File: src/verilog/ovr_regs_consts.svh
`ifndef OVR_REGS_CONSTS_SVH
`define OVR_REGS_CONSTS_SVH
// Behaviour
// (RULE_01) bits 7:1 of the spare-lane register each enable link-layer clocks of lane Bn, n 1..7.
// (RULE_02) a spare-lane bit turns its lane on even if the link mode does not need it.
// (RULE_03) spare-serializer bit 0 runs only the lane clocks, 1 also runs serializers to send data.
// (RULE_04) software writes spare-lane and sync-header registers only while the link is disabled.
// (RULE_05) spare lanes take rate and mode from the link mode and the test-pattern setting.
// (RULE_06) a lane on only through the spare register with test pattern 0 or 5 sends a ramp (4).
// (RULE_07) spare enables do not override channel power-down; a spare lane needs its link powered.
// (RULE_08) serializer n is clocked only when lanes 0 to n-1 are all enabled.
// (RULE_09) the sync-header mode governs the 32-bit sync word and acts only in 64b/66b modes.
// (RULE_10) sync-header mode 0 sends CRC-12 (default), 2 sends FEC, 1 and 3 are reserved.
// (RULE_11) no command-channel features: every command field of the sync word is sent as zero.
// (RULE_12) the gain bit selects 0 dB filter gain when 0 and 6.02 dB when 1.
// (RULE_13) software sets the extra gain only when the negative image is filtered out.
// (RULE_14) threshold I, reset 0xf2, sets flag bit 0 on I samples whose level reaches it.
// (RULE_15) threshold Q, reset 0xab, sets flag bit 1 on Q samples whose level reaches it.
// (RULE_16) thresholds are scaled against full scale 256.
// (RULE_17) the top eight magnitude bits compared greater or equal set the flag for that sample only.

// ----------------------------------------------------------------
// register offsets
// ----------------------------------------------------------------
`define SPARE_LANE_OFS   12'h20b
`define SYNC_HDR_OFS     12'h20f
`define DDC_GAIN_OFS     12'h210
`define OVR_THR_I_OFS    12'h211
`define OVR_THR_Q_OFS    12'h212

// ----------------------------------------------------------------
// reset values and fields
// ----------------------------------------------------------------
`define SPARE_LANE_RST   8'h00
`define SYNC_HDR_RST     8'h00
`define DDC_GAIN_RST     8'h00
`define OVR_THR_I_RST    8'hf2
`define OVR_THR_Q_RST    8'hab
`define SPARE_SER_BIT    0
`define GAIN_BIT         0
`define SYNC_HDR_CRC     2'h0
`define SYNC_HDR_FEC     2'h2
`define TEST_RAMP        4'h4
`define TEST_OFF         4'h0
`define TEST_ALT         4'h5
`define FULL_SCALE       256

`endif

File: src/verilog/ovr_regs_pkg.sv
package ovr_regs_pkg;
  // lane controls toward the serial link
  typedef struct packed {
    logic [7:0] laneClkEn;
    logic [7:0] serClkEn;
    logic [7:0] rampLane;
  } lane_ctrl_t;

  // sync word control toward the 64b/66b framer
  typedef struct packed {
    logic       active;
    logic       sendFec;
    logic       sendCrc;
    logic [4:0] cmdField;
  } sync_ctrl_t;

  typedef enum logic [1:0] {
    SH_CRC,
    SH_RSV1,
    SH_FEC,
    SH_RSV3
  } sync_mode_t;
endpackage

File: src/verilog/ovr_detect.sv
`timescale 1ns/1ps
`include "ovr_regs_consts.svh"
module ovr_detect import ovr_regs_pkg::*; #(
  parameter int SAMPLE_W = 16
) (
  // clock and reset
  input  wire logic                core_clk,
  input  wire logic                rst,
  // sample in
  input  wire logic                sampleValid,
  input  wire logic [SAMPLE_W-1:0] sample,
  input  wire logic [7:0]          threshold,
  // flagged sample out
  output logic                     outValid,
  output logic [SAMPLE_W-1:0]      outSample,
  output logic                     outFlag
);
  initial begin
    if (SAMPLE_W < 9) $error("ovr_detect: SAMPLE_W must be at least 9");
  end

  logic [SAMPLE_W-1:0] mag;
  logic [7:0]          magTop;

  // ----------------------------------------------------------------
  // magnitude and compare
  // ----------------------------------------------------------------
  // two's complement magnitude; most negative saturates to all ones
  always_comb begin
    if (sample[SAMPLE_W-1]) begin
      mag = (sample == {1'b1, {(SAMPLE_W-1){1'b0}}}) ? {SAMPLE_W{1'b1}} : (~sample + 1'b1);
    end else begin
      mag = sample;
    end
    magTop = mag[SAMPLE_W-2 -: 8]; // RULE_16
  end

  // flag rides with its own sample, one cycle later
  always_ff @(posedge core_clk) begin
    if (rst) begin
      outValid  <= 1'b0;
      outSample <= '0;
      outFlag   <= 1'b0;
    end else begin
      outValid <= sampleValid;
      if (sampleValid) begin
        outSample <= sample;
        outFlag   <= (magTop >= threshold); // RULE_17
      end
    end
  end
endmodule

File: src/verilog/ddc_gain.sv
`timescale 1ns/1ps
module ddc_gain #(
  parameter int SAMPLE_W = 16
) (
  // clock and reset
  input  wire logic                core_clk,
  input  wire logic                rst,
  // control
  input  wire logic                boost,
  // sample path
  input  wire logic                inValid,
  input  wire logic [SAMPLE_W-1:0] inSample,
  output logic                     outValid,
  output logic [SAMPLE_W-1:0]      outSample
);
  initial begin
    if (SAMPLE_W < 2) $error("ddc_gain: SAMPLE_W too small");
  end

  logic [SAMPLE_W-1:0] doubled;
  logic                ovf;

  // ----------------------------------------------------------------
  // x2 gain with saturation
  // ----------------------------------------------------------------
  // clipping is what the user risks when the image is not filtered
  always_comb begin
    ovf     = inSample[SAMPLE_W-1] ^ inSample[SAMPLE_W-2];
    doubled = {inSample[SAMPLE_W-2:0], 1'b0};
    if (ovf) begin
      doubled = inSample[SAMPLE_W-1] ? {1'b1, {(SAMPLE_W-1){1'b0}}}
                                     : {1'b0, {(SAMPLE_W-1){1'b1}}};
    end
  end

  always_ff @(posedge core_clk) begin
    if (rst) begin
      outValid  <= 1'b0;
      outSample <= '0;
    end else begin
      outValid <= inValid;
      if (inValid) begin
        outSample <= boost ? doubled : inSample; // RULE_12
      end
    end
  end
endmodule

File: src/verilog/link_b_lane_ddc_overrange_regs.sv
// Strobed register access was chosen for this implementation.
`timescale 1ns/1ps
`include "ovr_regs_consts.svh"
module link_b_lane_ddc_overrange_regs import ovr_regs_pkg::*; #(
  parameter int SAMPLE_W = 16
) (
  // clock and reset
  input  wire logic                core_clk,
  input  wire logic                rst,
  // register port
  input  wire logic [11:0]         regAddr,
  input  wire logic [7:0]          regWrData,
  input  wire logic                regWr,
  input  wire logic                regRd,
  output logic [7:0]               regRdData,
  // link context from other registers
  input  wire logic                serialLinkEnable,
  input  wire logic [7:0]          modeLaneMask,
  input  wire logic                linkModeIs66b,
  input  wire logic [3:0]          linkTestPattern,
  input  wire logic                channelPowerDownB,
  // lane and sync controls
  output lane_ctrl_t               laneCtrl,
  output sync_ctrl_t               syncCtrl,
  output logic                     writeWhileLinkOn,
  // I and Q samples in
  input  wire logic                sampleValid,
  input  wire logic [SAMPLE_W-1:0] sampleI,
  input  wire logic [SAMPLE_W-1:0] sampleQ,
  // flagged samples out
  output logic                     outValid,
  output logic [SAMPLE_W-1:0]      outI,
  output logic [SAMPLE_W-1:0]      outQ,
  output logic [1:0]               outFlags
);
  initial begin
    if (SAMPLE_W < 9) $error("link_b_lane_ddc_overrange_regs: SAMPLE_W must be >= 9");
  end

  logic [7:0] spareLane_reg;
  logic [7:0] syncHdr_reg;
  logic [7:0] ddcGain_reg;
  logic [7:0] thrI_reg;
  logic [7:0] thrQ_reg;
  logic [7:0] rdData_next;
  logic       gIValid;
  logic       gQValid;
  logic       iOutValid;
  logic       qOutValid;
  logic [4:0] wrSel;
  logic [4:0] rdSel;
  logic [SAMPLE_W-1:0] gI;
  logic [SAMPLE_W-1:0] gQ;
  logic [7:0] laneClk;
  logic [7:0] serClk;
  logic [7:0] ramp;
  logic [7:0] prefix;

  // ----------------------------------------------------------------
  // address decode
  // ----------------------------------------------------------------
  // one-hot select; write, read and the link-on warning share it
  function automatic logic [4:0] regSel(input logic [11:0] addr);
    logic [4:0] sel;
    sel = 5'h00;
    if (addr == `SPARE_LANE_OFS) begin
      sel[0] = 1'b1;
    end else if (addr == `SYNC_HDR_OFS) begin
      sel[1] = 1'b1;
    end else if (addr == `DDC_GAIN_OFS) begin
      sel[2] = 1'b1;
    end else if (addr == `OVR_THR_I_OFS) begin
      sel[3] = 1'b1;
    end else if (addr == `OVR_THR_Q_OFS) begin
      sel[4] = 1'b1;
    end
    return sel;
  endfunction

  // a write strobe on an unmapped address selects nothing
  assign wrSel = regWr ? regSel(regAddr) : 5'h00;
  assign rdSel = regSel(regAddr);

  // ----------------------------------------------------------------
  // register writes
  // ----------------------------------------------------------------
  // reserved bits are kept as written, they read back as stored
  // spare-lane enables; a write while the link runs still lands
  always_ff @(posedge core_clk) begin
    if (rst) begin
      spareLane_reg <= `SPARE_LANE_RST;
    end else if (wrSel[0]) begin
      spareLane_reg <= regWrData;
    end
  end

  // sync-header mode; reserved codes are stored, decoded as neither
  always_ff @(posedge core_clk) begin
    if (rst) begin
      syncHdr_reg <= `SYNC_HDR_RST;
    end else if (wrSel[1]) begin
      syncHdr_reg <= regWrData;
    end
  end

  // gain select; takes effect on the next sample through the stage
  always_ff @(posedge core_clk) begin
    if (rst) begin
      ddcGain_reg <= `DDC_GAIN_RST;
    end else if (wrSel[2]) begin
      ddcGain_reg <= regWrData;
    end
  end

  // threshold for the I flag
  always_ff @(posedge core_clk) begin
    if (rst) begin
      thrI_reg <= `OVR_THR_I_RST; // RULE_14
    end else if (wrSel[3]) begin
      thrI_reg <= regWrData;
    end
  end

  // threshold for the Q flag
  always_ff @(posedge core_clk) begin
    if (rst) begin
      thrQ_reg <= `OVR_THR_Q_RST; // RULE_15
    end else if (wrSel[4]) begin
      thrQ_reg <= regWrData;
    end
  end

  // sticky warning: write not refused, only reported (software's duty)
  always_ff @(posedge core_clk) begin
    if (rst) begin
      writeWhileLinkOn <= 1'b0;
    end else if (serialLinkEnable && (wrSel[0] || wrSel[1])) begin
      writeWhileLinkOn <= 1'b1; // RULE_04
    end
  end

  // ----------------------------------------------------------------
  // register reads
  // ----------------------------------------------------------------
  // unmapped addresses read zero
  always_comb begin
    if (rdSel[0]) begin
      rdData_next = spareLane_reg;
    end else if (rdSel[1]) begin
      rdData_next = syncHdr_reg;
    end else if (rdSel[2]) begin
      rdData_next = ddcGain_reg;
    end else if (rdSel[3]) begin
      rdData_next = thrI_reg;
    end else if (rdSel[4]) begin
      rdData_next = thrQ_reg;
    end else begin
      rdData_next = 8'h00;
    end
  end

  always_ff @(posedge core_clk) begin
    if (rst) begin
      regRdData <= 8'h00;
    end else if (regRd) begin
      regRdData <= rdData_next;
    end
  end

  // ----------------------------------------------------------------
  // lane and serializer enables
  // ----------------------------------------------------------------
  // lane 0 follows the mode only; spare bits add lanes 1..7
  always_comb begin
    laneClk = modeLaneMask | {spareLane_reg[7:1], 1'b0}; // RULE_01 RULE_02
    if (channelPowerDownB) begin
      laneClk = 8'h00; // RULE_07
    end
  end

  // serializer n needs every lower lane on as well
  always_comb begin
    prefix[0] = 1'b1;
    for (int n = 1; n < 8; n++) begin
      prefix[n] = prefix[n-1] & laneClk[n-1]; // RULE_08
    end
  end

  genvar g;
  generate
    for (g = 0; g < 8; g++) begin : gLane
      logic spareOnly;
      assign spareOnly = laneClk[g] & ~modeLaneMask[g];
      // spare-only lanes run serializer only with the spare-serializer bit
      assign serClk[g] = laneClk[g] & prefix[g] &
                         (modeLaneMask[g] | spareLane_reg[`SPARE_SER_BIT]); // RULE_03
      // spare-only lanes replace test 0 or 5 with the octet ramp
      assign ramp[g] = spareOnly & ((linkTestPattern == `TEST_OFF) ||
                                    (linkTestPattern == `TEST_ALT)); // RULE_06
    end
  endgenerate

  // rate and mode stay with the link's own selection; only ramp is forced
  always_ff @(posedge core_clk) begin
    if (rst) begin
      laneCtrl <= '0;
    end else begin
      laneCtrl.laneClkEn <= laneClk;
      laneCtrl.serClkEn  <= serClk;
      laneCtrl.rampLane  <= ramp; // RULE_05
    end
  end

  // ----------------------------------------------------------------
  // sync word control
  // ----------------------------------------------------------------
  // reserved codes send neither signal
  always_ff @(posedge core_clk) begin
    if (rst) begin
      syncCtrl <= '0;
    end else begin
      syncCtrl.active   <= linkModeIs66b; // RULE_09
      syncCtrl.sendCrc  <= linkModeIs66b && (syncHdr_reg[1:0] == `SYNC_HDR_CRC); // RULE_10
      syncCtrl.sendFec  <= linkModeIs66b && (syncHdr_reg[1:0] == `SYNC_HDR_FEC); // RULE_10
      syncCtrl.cmdField <= 5'h00; // RULE_11
    end
  end

  // ----------------------------------------------------------------
  // gain then over-range detect
  // ----------------------------------------------------------------
  ddc_gain #(.SAMPLE_W(SAMPLE_W)) uGainI (
    .core_clk  (core_clk),
    .rst       (rst),
    .boost     (ddcGain_reg[`GAIN_BIT]),
    .inValid   (sampleValid),
    .inSample  (sampleI),
    .outValid  (gIValid),
    .outSample (gI)
  );

  ddc_gain #(.SAMPLE_W(SAMPLE_W)) uGainQ (
    .core_clk  (core_clk),
    .rst       (rst),
    .boost     (ddcGain_reg[`GAIN_BIT]),
    .inValid   (sampleValid),
    .inSample  (sampleQ),
    .outValid  (gQValid),
    .outSample (gQ)
  );

  ovr_detect #(.SAMPLE_W(SAMPLE_W)) uOvrI (
    .core_clk    (core_clk),
    .rst         (rst),
    .sampleValid (gIValid),
    .sample      (gI),
    .threshold   (thrI_reg),
    .outValid    (iOutValid),
    .outSample   (outI),
    .outFlag     (outFlags[0]) // RULE_14
  );

  ovr_detect #(.SAMPLE_W(SAMPLE_W)) uOvrQ (
    .core_clk    (core_clk),
    .rst         (rst),
    .sampleValid (gQValid),
    .sample      (gQ),
    .threshold   (thrQ_reg),
    .outValid    (qOutValid),
    .outSample   (outQ),
    .outFlag     (outFlags[1]) // RULE_15
  );

  // both halves of the pair must agree before the sample leaves
  assign outValid = iOutValid & qOutValid;
endmodule

File: config.mk
export PLATFORM = sky130hd
export DESIGN_NAME = link_b_lane_ddc_overrange_regs
export DESIGN_NICKNAME = d
export VERILOG_FILES = /design/src/verilog/ovr_regs_pkg.sv /design/src/verilog/ovr_detect.sv /design/src/verilog/ddc_gain.sv /design/src/verilog/link_b_lane_ddc_overrange_regs.sv
export VERILOG_INCLUDE_DIRS = /design/src /design/src/verilog
export SDC_FILE = /design/constraint.sdc
export NUM_CORES = 1
export LEC_CHECK = 0
export BUFFER_PORTS_ARGS = -buffer_cell sky130_fd_sc_hd__buf_4
export CAP_MARGIN = 5
export CELL_PAD_IN_SITES_DETAIL_PLACEMENT = 2
export CELL_PAD_IN_SITES_GLOBAL_PLACEMENT = 2
export CORE_UTILIZATION = 25
export CTS_BUF_LIST = sky130_fd_sc_hd__clkbuf_4
export CTS_CLUSTER_DIAMETER = 120
export CTS_CLUSTER_SIZE = 40
export DETAILED_ROUTE_END_ITERATION = 7
export PLACE_DENSITY_LB_ADDON = 0.1
export SYNTH_ARGS = -nofsm -noshare
export SYNTH_HDL_FRONTEND = slang
export SYNTH_SLANG_ARGS = --single-unit
File: constraint.sdc
create_clock -name core_clk -period 3.5 [get_ports core_clk]
set_input_delay 0.7 -clock core_clk [delete_from_list [all_inputs] [get_ports core_clk]]
set_output_delay 0.7 -clock core_clk [all_outputs]
set_load 0.01 [all_outputs]
# Word-level counts from Yosys, hierarchy flattened
# Cells that the tools add are included.
word_totals:
  register_bits: 149
  word_cells: 120
  in_bits: 72
  output_inout_bits: 76
classes:
  magnitude_cmp: 2
  addsub: 2
  reduce_logical: 7
  bitwise: 52
  mux: 26
  eq_ne: 9
op_table:
  columns: ["cell", "n"]
  rows:
  - ["16-bit two-way mux", 6]
  - ["12-bit by 10-bit equality test with 1-bit output, second input constant", 5]
  - ["15-bit two-way mux", 4]
  - ["8-bit two-way mux", 6]
  - ["16-bit equality test, second input constant", 2]
  - ["1-bit bitwise AND", 31]
  - ["15-bit by 1-bit adder with 15-bit output, second input constant", 2]
  - ["15-bit inverter", 2]
  - ["8-bit greater-or-equal comparator", 2]
  - ["1-bit inverter", 8]
  - ["1-bit bitwise OR", 8]
  - ["8-bit bitwise OR", 1]
  - ["1-bit two-way mux", 6]
  - ["5-bit two-way mux", 1]
  - ["4-bit by 3-bit equality test with 1-bit output, second input constant", 1]
  - ["4-bit zero test", 1]
  - ["4-bit two-way mux", 1]
  - ["1-bit logical AND", 3]
  - ["3-bit two-way mux", 1]
  - ["2-bit equality test, second input constant", 1]
  - ["2-bit zero test", 1]
  - ["1-bit logical OR", 2]
  - ["2-bit two-way mux", 1]
  - ["1-bit XOR", 2]

# Longest topological paths before layout
logic_depth:
  ltp_word: 11
  depth_mapped: 10
  ltp_nobuf: 9

# Hierarchy
# A second synthesis with hierarchy kept.
unflattened:
  hier_cells: 767
  hier_area_um2: 7060.5
by_module_without_submodules:
  columns: ["module", "seq_area_each_um2", "instances", "cells_each", "area_per_inst_um2"]
  rows:
  - ["link_b_lane_ddc_overrange_regs", 1521.5, 1, 327, 3126.7]
  - ["ovr_detect", 360.3, 2, 124, 1096.1]
  - ["ddc_gain", 340.3, 2, 96, 870.8]

# Worst setup path before layout
# Ideal clock, no wire load.
synth_path:
  path_kind: "register -> register"
  from: "reg uGainI.outSample[3]"
  to: "reg uOvrI.outFlag"
  required_ps: 3356
  slack_ps: 910
  path_buffers: 0
  period_less_slack_ps: 2590
  setup_ps: 144
  arrival_ps: 2446
  stages_incl_launch_ff: 10
  cell_sequence: "dfxtp_1 or4_1 or4_1 nand3_1 o221ai_1 ha_1 nand2b_1 a2111oi_0 a211o_1 a31oi_1"
synth_between:
  elab_chain_len: 5
  elab_cells_between_ends: 6
  cone_classes: "1 x add/sub; 1 x order compare; 1 x eq/ne; 2 x mux; 1 x bitwise"
synth_lines:
  columns: ["element", "line_no", "rtl"]
  rows:
  - ["start: declaration", "ddc_gain.sv:14", "output logic [SAMPLE_W-1:0] outSample"]
  - ["start signal: assignment", "ddc_gain.sv:43", "outSample <= boost ? doubled : inSample;"]
  - ["15-bit inverter", "ovr_detect.sv:31", "mag = (sample == {1'b1, {(SAMPLE_W-1){1'b0}}}) ? {SAMPLE_W{1'b1}} : (~sample + 1'b1);"]
  - ["15-bit by 1-bit adder with 15-bit output", "ovr_detect.sv:31", null]
  - ["15-bit two-way mux (*)", "ovr_detect.sv:31", null]
  - ["15-bit two-way mux (*)", "ovr_detect.sv:30", "if (sample[SAMPLE_W-1]) begin"]
  - ["8-bit greater-or-equal comparator (*)", "ovr_detect.sv:48", "outFlag <= (magTop >= threshold);"]
  - ["end signal: assignment", "ovr_detect.sv:48", null]
  - ["end: declaration", "ovr_detect.sv:16", "output logic outFlag"]
# Mark *: on every way between the ends. The rest lies on a longest branch, timed or not.
# A chain may end at the register's enable or synchronous reset.

# Worst setup path after layout
layout_path:
  from: "reg uGainQ.outSample[3]"
  to: "reg uOvrQ.outFlag"
layout_between:
  elab_chain_len: 5
  elab_cells_between_ends: 6
  cone_classes: "1 x add/sub; 1 x order compare; 1 x eq/ne; 2 x mux; 1 x bitwise"
layout_lines:
  columns: ["element", "line_no"]
  rows:
  - ["start: declaration", "ddc_gain.sv:14"]
  - ["start signal: assignment", "ddc_gain.sv:43"]
  - ["15-bit inverter", "ovr_detect.sv:31"]
  - ["15-bit by 1-bit adder with 15-bit output", "ovr_detect.sv:31"]
  - ["15-bit two-way mux (*)", "ovr_detect.sv:31"]
  - ["15-bit two-way mux (*)", "ovr_detect.sv:30"]
  - ["8-bit greater-or-equal comparator (*)", "ovr_detect.sv:48"]
  - ["end signal: assignment", "ovr_detect.sv:48"]
  - ["end: declaration", "ovr_detect.sv:16"]
# Marked as above.

==> impl_metrics.toml <==
[cts]
clock-sinks = 144
ctsResizeCount = 0
postCtsSetupBuffers = 0
cts-buffers-inserted = 17
clk_pin_slew_worst_paths_ps = 160
clk_latency_ps = 560
cts-root-buf = "clkbuf_4"
cts_max_level = 4
cts_hold_buf = 0
cts_tree = "built"
clockBufferDepth = 2

[placement]
place_hpwl_um = 17000
gp_congestion = 0.7380
dp_cells = 1246
portBuffers = 142

[route]
drc = 0
ant_nets = 0
wirelength_um = 22380
wl_per_cell_um = 17.49
num_vias = 6014
viasPerCell = 4.698
dr.pass1.iters = 4
drt_iter0_drc = 184

[setup_path]
cp.arrival_ps = 3320
path_cells = "nor4_1, nand2_1, a211o_1, o211ai_1, ha_1, nand2b_1, a2111oi_0, a211o_1, a31oi_1"
critPathCaptureType = "flop"
start_kind = "flop"
critPathBufInv = 0
critPathMaxStageDelay_ps = 540
critPathRequiredTime_ps = 3870
critical_path.max_fanout = 4
crit_top_cell = "a211o_1"
slowest_stage = "nor4_1"
worstSetupPathType = "flop to flop"
path_delay_family = "compound AO/OA/AOI/OAI gates"

[power_and_ir_drop]
vdd_drop_max_uv = 152.2
p_leak_uw = 0.003855
powerDensity_nw_per_um2 = 392.9

[sta]
max_freq_ghz = 0.3386
setup_viol = 0
slew_headroom_pct = 21.90
tns_ps = 0
rsz0062_at_grt = "false"
slew_viol_final = 0
final.min_clock_period_ps = 2953
skew_ps = 36.00
period_share_pct = 84.38
tightest_slew_ps = 1171
finalHoldViolations = 0

[yosys]
yosysTopAreaCell = "dfxtp_1"
yosysUniqueCellTypes = 62
netlist_top_cells_area = "dfxtp_1, mux2i_1, nor2_1"
post-synth-top-count-cell = "nor2_1"
synth_seq_cells = 144
syn_avg_cell_area_sq_um = 8.849
syn_inst = 786
ys_warn_count = 0
synthArstFlopShare_pct = 0
synth.top_cells.by_count = "nor2_1, dfxtp_1, mux2i_1, clkbuf_1, nand2_1"
syn_area_sq_um = 6955
synth_top_flop_cell = "dfxtp_1"
synth_edf_count = 0
synth_top_area_share_pct = 41.45
ys_seq_area_share_pct = 41.45

[grt]
grt_pass1_wl_um = 35990
grt_pass1_vias = 6610
antenna_found_initial = 1
globalRouteOverflowTotal = 0
grt_max_degree = 74
groute.usage.overall_pct = 16.13

[floorplan]
fp.dieH_um = 168.8
die_width_um = 168.8
die_area_sq_um = 28490
num_io_pins = 148
initial_core_util_pct = 25.66
placementRows = 60
fp.coreArea_sq_um = 27100

[final_layout]
multi_input_area_sq_um = 3702
final_cells = 1280
seqCellArea_sq_um = 2885
layout-drive-gt1-share_pct = 22.19
largest_reg_flops = 24
largest_register = "laneCtrl"
nFillCells = 3065
nets = 985
utilization_pct = 31.63
syn2layout_area_growth_pct = 23.24

[job]
cap_violations = 0

[min_path]
min_path_type = "input pin to flop"

[run_status]
outcome = "finished clean"
[cell usage in the layout, fill, tap and decap left out, drive strengths merged, types with 9 or more instances in the layout]
| cell type | count |
|---|---|
| nand2 | 40 |
| a211o | 9 |
| inv | 41 |
| nand2b | 29 |
| mux2i | 107 |
| a211oi | 12 |
| a21oi | 14 |
| dfxtp | 144 |
| nor3 | 16 |
| nor2 | 155 |
| o21ai | 9 |
| a31oi | 34 |
| buf | 145 |
| ha | 20 |
| clkbuf | 17 |
[path summary, 6_finish.rpt]
path                                                       start                    endpoint  slack (ps)  cells past startpoint
worst max-delay path            uGainQ.outSample[3]$_SDFFE_PP0P_  uOvrQ.outFlag$_SDFFE_PP0P_         550                      9
worst min-delay path                             modeLaneMask[7]      laneCtrl[7]$_SDFF_PP0_         310                      2
worst max register to register  uGainQ.outSample[3]$_SDFFE_PP0P_  uOvrQ.outFlag$_SDFFE_PP0P_         550                      9
worst min register to register       syncHdr_reg[1]$_SDFFE_PP0P_      syncCtrl[5]$_SDFF_PP0_         500                      1
[cell families (layout without fill, tap and decap cells)]
logic type	Yosys count	after routing	share of synthesized area (%)
simple gates	291	291	20.51
flops	144	144	41.45
compound gates	118	118	11.85
xor+xnor	2	2	0.2519
mux	115	115	16.69
other cells	1	8	0.05391
buf+inv	95	210	5.594
fa+ha+maj	20	20	3.598
[layer usage]
| metal | wire, um | GRT usage [%] | vias up |
|---|---|---|---|
| met4 | 199 | 3.874 | 0 |
| met2 | 11140 | 28.46 | 113 |
| met1 | 10380 | 20.27 | 2950 |
| met5 | 0 | 0 | - |
| li1 | - | - | 2937 |
| met3 | 659 | 2.806 | 14 |
[cell type report]
| type | instances | share of cell area [%] |
|---|---|---|
| inverters | 33 | 1.445 |
| diodes | 2 | 0.05839 |
| flip-flops and latches | 144 | 33.66 |
| clock buffers | 17 | 1.489 |
| clock inverters | 15 | 2.029 |
| repair buffers | 145 | 12.70 |
| multi-input cells | 552 | 43.19 |
| well taps | 372 | 5.430 |
[worst register-to-register path, stage by stage, from the launching register on]
cell and delay (ps):
dfxtp_1 360, nor4_1 540, nand2_1 260, a211o_1 330
o211ai_1 100, ha_1 260, nand2b_1 130, a2111oi_0 510
a211o_1 190, a31oi_1 80
[report_power, final]
part	total [uW]	leakage, uW	internal (uW)	switching, uW
combinational	454	0.00251	205	249
sequential	1750	0.00117	1690	61.3
clock	1170	0.000168	452	716
[per-stage QoR]
stage / setup WS (ps) / total power (uW) / instance area (sq um) / hold slack, ps
5_1_grt: 354.2 / 3565 / 8572 / 223.8
2_1_floorplan: 910.5 / 2039 / 6974 / 429.1
3_3_place_gp: 664.5 / 2217 / 8265 / 450.9
6_report: 546.8 / 3368 / 8572 / 305.8
4_1_cts: 489.8 / 3432 / 8567 / 249.8
3_5_place_dp: 598.5 / 2245 / 8265 / 476.0
No activity file was read; power rests on OpenSTA's default activity.
